--- src/shared/acsi_consts.svh ---
// Offsets, field positions, widths and reset values of the status and interrupt block
`ifndef ACSI_CONSTS_SVH
`define ACSI_CONSTS_SVH

`define ACSI_ADDR_W 8
`define ACSI_DATA_W 32
`define ACSI_NUM_SRC 5
`define ACSI_CHAN_W 16
`define ACSI_NUM_CHAN 3

`define ACSI_OFF_STATUS 8'h00
`define ACSI_OFF_EN_SET 8'h04
`define ACSI_OFF_EN_CLR 8'h08
`define ACSI_OFF_MASK 8'h0c

`define ACSI_BIT_SOF 0
`define ACSI_BIT_WAKE 1
`define ACSI_BIT_CODEC 2
`define ACSI_BIT_CHAN_A 3
`define ACSI_BIT_CHAN_B 4

`define ACSI_CHAN_IDX_CODEC 0
`define ACSI_CHAN_IDX_A 1
`define ACSI_CHAN_IDX_B 2

`define ACSI_MASK_RESET 5'h00
`define ACSI_FLAG_RESET 1'h0
`define ACSI_DATA_ZERO 32'h0000_0000
`define ACSI_CHAN_ZERO 16'h0000
`define ACSI_SYNC_RESET 2'h0

`endif

--- src/shared/acsi_pkg.sv ---
// Types shared by the status and interrupt block
`include "acsi_consts.svh"

package acsi_pkg;

   typedef logic [`ACSI_NUM_SRC-1:0] acsi_src_t;

   // Status and mask of one channel, supplied by the channel logic
   typedef struct packed
   {
      logic [`ACSI_CHAN_W-1:0] status;
      logic [`ACSI_CHAN_W-1:0] mask;
   } acsi_chan_s;

   // Register bus request
   typedef struct packed
   {
      logic [`ACSI_ADDR_W-1:0] addr;
      logic [`ACSI_DATA_W-1:0] wdata;
      logic wr;
      logic rd;
   } acsi_req_s;

endpackage

--- src/logic/acsi_status_irq.sv ---
// Global status and interrupt section of the audio link controller
// What this block does
// - Bit 0 sticky frame start since last read
// - Bit 1 sticky wake on data rising edge
// - Bit 2 high while codec status AND mask
// - Bit 3 high while channel A status AND mask
// - Bit 4 high while channel B status AND mask
// - Enable-set write sets masks of one bits
// - Enable-clear write clears masks of one bits
// - Mask read returns enabled sources, status layout
// - Status read clears wake and frame flags
//
// The address map and strobed register access are this design's own decisions.
`include "acsi_consts.svh"

module acsi_status_irq
(
   input wire logic clock_in,
   input wire logic rst_b_in,
   input wire logic [`ACSI_ADDR_W-1:0] addr_in,
   input wire logic [`ACSI_DATA_W-1:0] wr_data_in,
   input wire logic wr_in,
   input wire logic rd_in,
   output logic [`ACSI_DATA_W-1:0] rd_data_out,
   input wire acsi_pkg::acsi_chan_s codec_chan_in,
   input wire acsi_pkg::acsi_chan_s chan_a_in,
   input wire acsi_pkg::acsi_chan_s chan_b_in,
   input wire logic bit_clk_in,
   input wire logic frame_sync_in,
   input wire logic sdata_in,
   output logic irq_out
);

   acsi_pkg::acsi_req_s req;
   acsi_pkg::acsi_chan_s chans [`ACSI_NUM_CHAN];
   logic [`ACSI_NUM_CHAN-1:0] chan_event;
   logic [1:0] clk_sync;
   logic [1:0] sync_sync;
   logic [1:0] data_sync;
   logic clk_prev;
   logic sync_prev;
   logic data_prev;
   logic sof_flag;
   logic codec_wake_flag;
   acsi_pkg::acsi_src_t mask;
   acsi_pkg::acsi_src_t status;
   acsi_pkg::acsi_src_t next_mask;
   wire clk_rise;
   wire frame_start;
   wire wake_edge;
   wire sel_status;
   wire sel_en_set;
   wire sel_en_clr;
   wire sel_mask;
   wire status_read;
   wire [`ACSI_DATA_W-1:0] next_rd_data;

   assign req = '{addr: addr_in, wdata: wr_data_in, wr: wr_in, rd: rd_in};
   assign chans[`ACSI_CHAN_IDX_CODEC] = codec_chan_in;
   assign chans[`ACSI_CHAN_IDX_A] = chan_a_in;
   assign chans[`ACSI_CHAN_IDX_B] = chan_b_in;

   // Channel events follow their condition with no memory
   genvar gi;
   generate
      for (gi = 0; gi < `ACSI_NUM_CHAN; gi = gi + 1)
      begin : g_chan
         assign chan_event[gi] = |(chans[gi].status & chans[gi].mask);
      end
   endgenerate

   // Two-stage synchronisers on the link pins
   always_ff @(posedge clock_in)
   begin
      if (!rst_b_in)
      begin
         clk_sync <= `ACSI_SYNC_RESET;
         sync_sync <= `ACSI_SYNC_RESET;
         data_sync <= `ACSI_SYNC_RESET;
      end
      else
      begin
         clk_sync <= {clk_sync[0], bit_clk_in};
         sync_sync <= {sync_sync[0], frame_sync_in};
         data_sync <= {data_sync[0], sdata_in};
      end
   end

   // Edge history on synchronised levels
   always_ff @(posedge clock_in)
   begin
      if (!rst_b_in)
      begin
         clk_prev <= `ACSI_FLAG_RESET;
         sync_prev <= `ACSI_FLAG_RESET;
         data_prev <= `ACSI_FLAG_RESET;
      end
      else
      begin
         clk_prev <= clk_sync[1];
         data_prev <= data_sync[1];
         if (clk_rise)
         begin
            sync_prev <= sync_sync[1];
         end
      end
   end

   // Frame start: sync sampled high on a bit clock rise after low
   assign clk_rise = clk_sync[1] & ~clk_prev;
   assign frame_start = clk_rise & sync_sync[1] & ~sync_prev;
   // Wake: data rising edge, independent of the bit clock
   assign wake_edge = data_sync[1] & ~data_prev;

   // Register decode
   assign sel_status = req.addr == `ACSI_OFF_STATUS;
   assign sel_en_set = req.addr == `ACSI_OFF_EN_SET;
   assign sel_en_clr = req.addr == `ACSI_OFF_EN_CLR;
   assign sel_mask = req.addr == `ACSI_OFF_MASK;
   assign status_read = req.rd & sel_status;

   assign status[`ACSI_BIT_SOF] = sof_flag;
   assign status[`ACSI_BIT_WAKE] = codec_wake_flag;
   assign status[`ACSI_BIT_CODEC] = chan_event[`ACSI_CHAN_IDX_CODEC];
   assign status[`ACSI_BIT_CHAN_A] = chan_event[`ACSI_CHAN_IDX_A];
   assign status[`ACSI_BIT_CHAN_B] = chan_event[`ACSI_CHAN_IDX_B];

   // Set and clear ports act on one-bits only
   assign next_mask = (req.wr & sel_en_clr) ? (mask & ~req.wdata[`ACSI_NUM_SRC-1:0]) :
                      (req.wr & sel_en_set) ? (mask | req.wdata[`ACSI_NUM_SRC-1:0]) :
                      mask;

   // Read mux, unmapped and write-only offsets read zero
   assign next_rd_data = !req.rd ? `ACSI_DATA_ZERO :
                         sel_status ? {{(`ACSI_DATA_W-`ACSI_NUM_SRC){1'b0}}, status} :
                         sel_mask ? {{(`ACSI_DATA_W-`ACSI_NUM_SRC){1'b0}}, mask} :
                         `ACSI_DATA_ZERO;

   // Sticky flags: a new event beats the read clear
   always_ff @(posedge clock_in)
   begin
      if (!rst_b_in)
      begin
         sof_flag <= `ACSI_FLAG_RESET;
         codec_wake_flag <= `ACSI_FLAG_RESET;
      end
      else
      begin
         sof_flag <= frame_start | (sof_flag & ~status_read);
         codec_wake_flag <= wake_edge | (codec_wake_flag & ~status_read);
      end
   end

   // Mask, read data and interrupt line
   always_ff @(posedge clock_in)
   begin
      if (!rst_b_in)
      begin
         mask <= `ACSI_MASK_RESET;
         rd_data_out <= `ACSI_DATA_ZERO;
         irq_out <= `ACSI_FLAG_RESET;
      end
      else
      begin
         mask <= next_mask;
         rd_data_out <= next_rd_data;
         irq_out <= |(status & mask);
      end
   end

endmodule

--- config.mk ---
export PLATFORM = sky130hd
export DESIGN_NAME = acsi_status_irq
export DESIGN_NICKNAME = d
export VERILOG_FILES = /design/src/shared/acsi_pkg.sv /design/src/logic/acsi_status_irq.sv
export VERILOG_INCLUDE_DIRS = /design/src /design/src/shared
export SDC_FILE = /design/constraint.sdc
export NUM_CORES = 1
export LEC_CHECK = 0
export BUFFER_PORTS_ARGS = -buffer_cell sky130_fd_sc_hd__buf_2
export CORE_ASPECT_RATIO = 2
export CORE_MARGIN = 2
export CORE_UTILIZATION = 30
export CTS_BUF_LIST = sky130_fd_sc_hd__clkbuf_8 sky130_fd_sc_hd__clkbuf_16
export DETAILED_ROUTE_END_ITERATION = 6
export PLACE_DENSITY = 0.89
export SLEW_MARGIN = 20
export SYNTH_ARGS = -nofsm -noshare
export SYNTH_HDL_FRONTEND = slang
export SYNTH_SLANG_ARGS = --single-unit
--- constraint.sdc ---
create_clock -name clock_in -period 1.5 [get_ports clock_in]
set_input_delay 0 -clock clock_in [delete_from_list [all_inputs] [get_ports clock_in]]
set_output_delay 0 -clock clock_in [all_outputs]
set_load 0.1 [all_outputs]
[Word level (Yosys, flattened, before mapping)]
Cells that the tools add are included.
Cells by class
  div/mod/pow operators: 0
  $lt $le $gt $ge: 0
  $add $sub $neg: 0
  mux-type cells: 4
  eq/ne operators: 3
  bitwise operators: 24
  $mul: 0
  reduce and logical (&&, ||, !) cells: 8
  shifts and indexed selects: 0
Operator list (count)
  AND 16 bit: 3
  OR reduction 16 bit: 3
  two-way mux 5 bit: 4
  equality test 8 x 4 -> 1 bit (second input constant): 2
  AND 5 bit: 2
  AND 1 bit: 9
  equality test 8 x 3 -> 1 bit (second input constant): 1
  logical NOT 8 bit: 1
  inverter 1 bit: 6
  inverter 5 bit: 1
  OR 5 bit: 1
  OR reduction 5 bit: 1
  OR reduction 3 bit: 1
  OR 1 bit: 2
  AND reduction 2 bit: 1
  nonzero test 2 bit: 1
Storage, ports and cells
  ROM bits: 0
  latch bits: 0
  memories kept: 0
  word-level logic and storage cells: 51
  input port bits: 143
  register bits after elaboration: 49
  output and inout bits: 33
  memory bits (writable): 0

[Longest topological paths before layout]
  word-level depth: 5
  gate-level depth with buffers: 5
  mapped depth without buffers: 5

[Worst setup path after synthesis]
No wires, ideal clock.
  kind: in2reg
  start: input port addr_in[7]
  end: register sof_flag
  setup slack: 217 ps
  path buffers: 0
  stages on the path: 5
  data required time: 1383 ps
  data arrival time: 1166 ps
  library setup time: 117 ps
  path through: or4_4 -> nor4_1 -> nand2_1 -> a32oi_1 -> nor2_1
On the way
  longest elaborated chain between the ends: 5
Ends and longest elaborated chain
  start: declaration: line acsi_status_irq.sv:20  | input wire logic [`ACSI_ADDR_W-1:0] addr_in,
  logical NOT 8 bit (no source line)
  AND 1 bit: line acsi_status_irq.sv:120  | assign status_read = req.rd & sel_status;
  inverter 1 bit: line acsi_status_irq.sv:149  | sof_flag <= frame_start | (sof_flag & ~status_read);
  AND 1 bit: line acsi_status_irq.sv:149
  OR 1 bit: line acsi_status_irq.sv:149
  end signal: assignment: line acsi_status_irq.sv:144  | sof_flag <= `ACSI_FLAG_RESET;
  end signal: assignment: line acsi_status_irq.sv:149
  end: declaration: line acsi_status_irq.sv:43  | logic sof_flag;
No other way between the ends.
A chain may end at the register's enable or synchronous reset.

[Worst setup path in the final report]
  start: input port addr_in[7]
  end: register codec_wake_flag
On the way
  longest elaborated chain between the ends: 5
Ends and longest elaborated chain
  logical NOT 8 bit (no source line)
  AND 1 bit: line acsi_status_irq.sv:120
  inverter 1 bit: line acsi_status_irq.sv:150  | codec_wake_flag <= wake_edge | (codec_wake_flag & ~status_read);
  AND 1 bit: line acsi_status_irq.sv:150
  OR 1 bit: line acsi_status_irq.sv:150
  end signal: assignment: line acsi_status_irq.sv:145  | codec_wake_flag <= `ACSI_FLAG_RESET;
  end signal: assignment: line acsi_status_irq.sv:150
  end: declaration: line acsi_status_irq.sv:44  | logic codec_wake_flag;
No other way between the ends.

==> summary.txt <==
DRC -> 0
Cts bufs inserted -> 3
Final hold violations -> 0
Vias -> 1459
CP peak stage delay -> 570 ps
ANT nets after route -> 0
Row count -> 33
All-Layer GR Usage -> 16.7%
Synth top area cells -> dfxtp_1 (36%), buf_4 (16%), a221oi_1 (8.5%), a22o_1 (8.5%), and2_1 (4.1%)
Warning count from the yosys run -> 0
Worst vdd ir -> 541 uV
Post-synth top area cell -> dfxtp_1
Slew Limit Fails -> 0
Mean routed wirelength per cell -> 12.3 um
Nets -> 409
CTS H-tree depth -> 1
CTS tree -> done
Max frequency -> 809 MHz
Seq/Total Area, Yosys -> 35.7%
Post-synth ARST share -> 0%
Synthesized flop and latch total -> 22
1st-iter DRT viols -> 15
Arr. time, crit path -> 1380 ps
Dpl hpwl -> 3330 um
Status -> finished, final reports clean
Pre-antenna DRT Iters -> 4
Cells after synthesis -> 132
Critical Path RT -> 1650 ps
Setup TNS -> 0 ps
Slack of the critical path -> 264 ps
Io pins -> 176
Buffers on Ports -> 121
Crit share post-route -> 82.4%
Grt ovf -> 0
Max_cap viols -> 0
N_diodes -> 0
DP Area -> 1810 um2
GP Congestion -> 0.929
Yosys top cell area share -> 35.7%
Total core area -> 4010 um2
First-pass GRT wire length -> 6030 um
Share of layout cells above drive strength 1 -> 49.4%
Root buffer cell -> clkbuf_8
CP Cell Sequence -> buf_2 > or4_4 > nor4_1 > nand2_1 > a21oi_1 > nor2_1
Total power -> 1.55 mW
RSZ-0062 raised after global routing -> false
Final design utilization -> 48.5%
EDFF count, synth -> 0
Avg Cell Area, Syn -> 9.35 um2
Clock Sinks -> 22
Longest Clk Path Bufs -> 2
Antenna violations before repair -> 0
Largest net degree at the start of global routing -> 13
Fillers -> 402
Number of global-route vias before repair -> 1493
DR vias/cell -> 4.60
Clock-pin slew on the worst setup and hold paths -> 70 ps
Clock Skew -> 1.37 ps
Tmin final -> 1240 ps
Crit path kind -> input port to register
Most frequent cell after synthesis -> buf_4
Design area -> 1940 um2
Crit Path Max Fanout -> 4
Setup crit end kind -> register
Area growth syn-to-layout -> 57.4%
Hold WC Path Type -> input port to register
Synthesized area -> 1230 um2
Post-synth top cells -> buf_4 (27), dfxtp_1 (22), a221oi_1 (12), a22o_1 (12), nor2_1 (10)
Top FF cell, synth -> dfxtp_1
Die Ht -> 94.7 um
Synth unique cells -> 25
PD cells -> 801 nW/um2
CP max-delay cell -> or4_4
Chip Width -> 49.3 um
Final WL -> 3890 um
Dpl ws -> 27.0 ps
Starting Density -> 30.8%
Clk_lat worst skew -> 250 ps
Critical path startpoint category -> input port
Die footprint -> 4670 um2
Setup Viol. Count Final -> 0
LEAKAGE -> 0.996 nW
==> final timing paths <==
| kind | start | to | slack, ps | depth (start not counted) |
|---|---|---|---|---|
| worst max-delay path | addr_in[7] | codec_wake_flag$_SDFF_PN0_ | 260 | 6 |
| worst min-delay path | rst_b_in | sync_sync[1]$_SDFF_PN0_ | 70 | 2 |
| worst max register to register | clk_sync[1]$_SDFF_PN0_ | sync_prev$_SDFFE_PN0P_ | 650 | 4 |
| worst min register to register | data_sync[0]$_SDFF_PN0_ | data_sync[1]$_SDFF_PN0_ | 430 | 1 |
==> where the power goes <==
part           internal [mW]  leakage [nW]  switching [mW]
combinational          0.163         0.788           0.383
sequential             0.595         0.179         0.00404
clock                  0.233        0.0288           0.176
total                  0.992         0.996           0.563
==> metrics by stage <==
| stage | hold WS (ps) | instances |
|---|---|---|
| after floorplan | 96.6 | 158 |
| after global placement | 205 | 305 |
| after detailed placement | 207 | 305 |
| after CTS | 80.5 | 317 |
| after global routing | 86.4 | 317 |
| final | 74.7 | 317 |
==> cell type report <==
cell class / instances / area [um2] / share of cell area, %
multi-input combinational: 107 / 681 / 35.1
tap: 52 / 65.1 / 3.35
inverter: 2 / 7.51 / 0.387
timing repair buffer: 130 / 693 / 35.7
sequential: 22 / 440 / 22.7
clock buffer: 4 / 55.1 / 2.84
==> cells in the final DEF, fill, tap and decap left out <==
cell type	n
nor4_1	1
nand2b_1	3
nor4_4	1
and4b_1	1
a21oi_1	7
a221oi_1	12
nor2b_1	2
clkbuf_8	4
a2bb2oi_1	3
a22o_1	12
dlygate4sd3_1	8
inv_1	1
and2_1	8
or4_4	2
buf_4	1
a211oi_1	5
or2_2	1
clkinv_1	1
conb_1	27
and3_2	1
a32oi_1	1
dfxtp_1	22
and4_1	3
a41oi_1	1
nand2_1	3
a22oi_1	3
nor2_1	10
buf_2	121
==> critical path, delay by kind of cell <==
family,cells,cell delay (ps)
compound gates,1,190
buf+inv,1,100
simple gates,4,1100
==> logic make-up after synthesis <==
| group | count (synthesis) | synth area share [%] |
|---|---|---|
| AOI/OAI and AO/OA | 44 | 28.3 |
| and+or+nand+nor | 36 | 18.7 |
| DFF | 22 | 35.7 |
| buffers and inverters | 29 | 17.0 |
| other | 1 | 0.304 |
==> what timing repair did <==
item | CTS | global route
setup buffers | 0 | 0
hold buffers | 8 | 0
resized for setup | 0 | 0
endpoints found under the hold margin | 8 | 0
==> layer usage <==
| layer | global-route usage (%) | vias to the layer above | wire length [um] |
|---|---|---|---|
| li1 | - | 718 | - |
| met1 | 14.0 | 637 | 1270 |
| met2 | 35.4 | 96 | 2210 |
| met3 | 3.64 | 8 | 324 |
| met4 | 6.90 | 0 | 86 |
| met5 | 0 | - | 0 |
No activity file was read; power rests on OpenSTA's default activity.
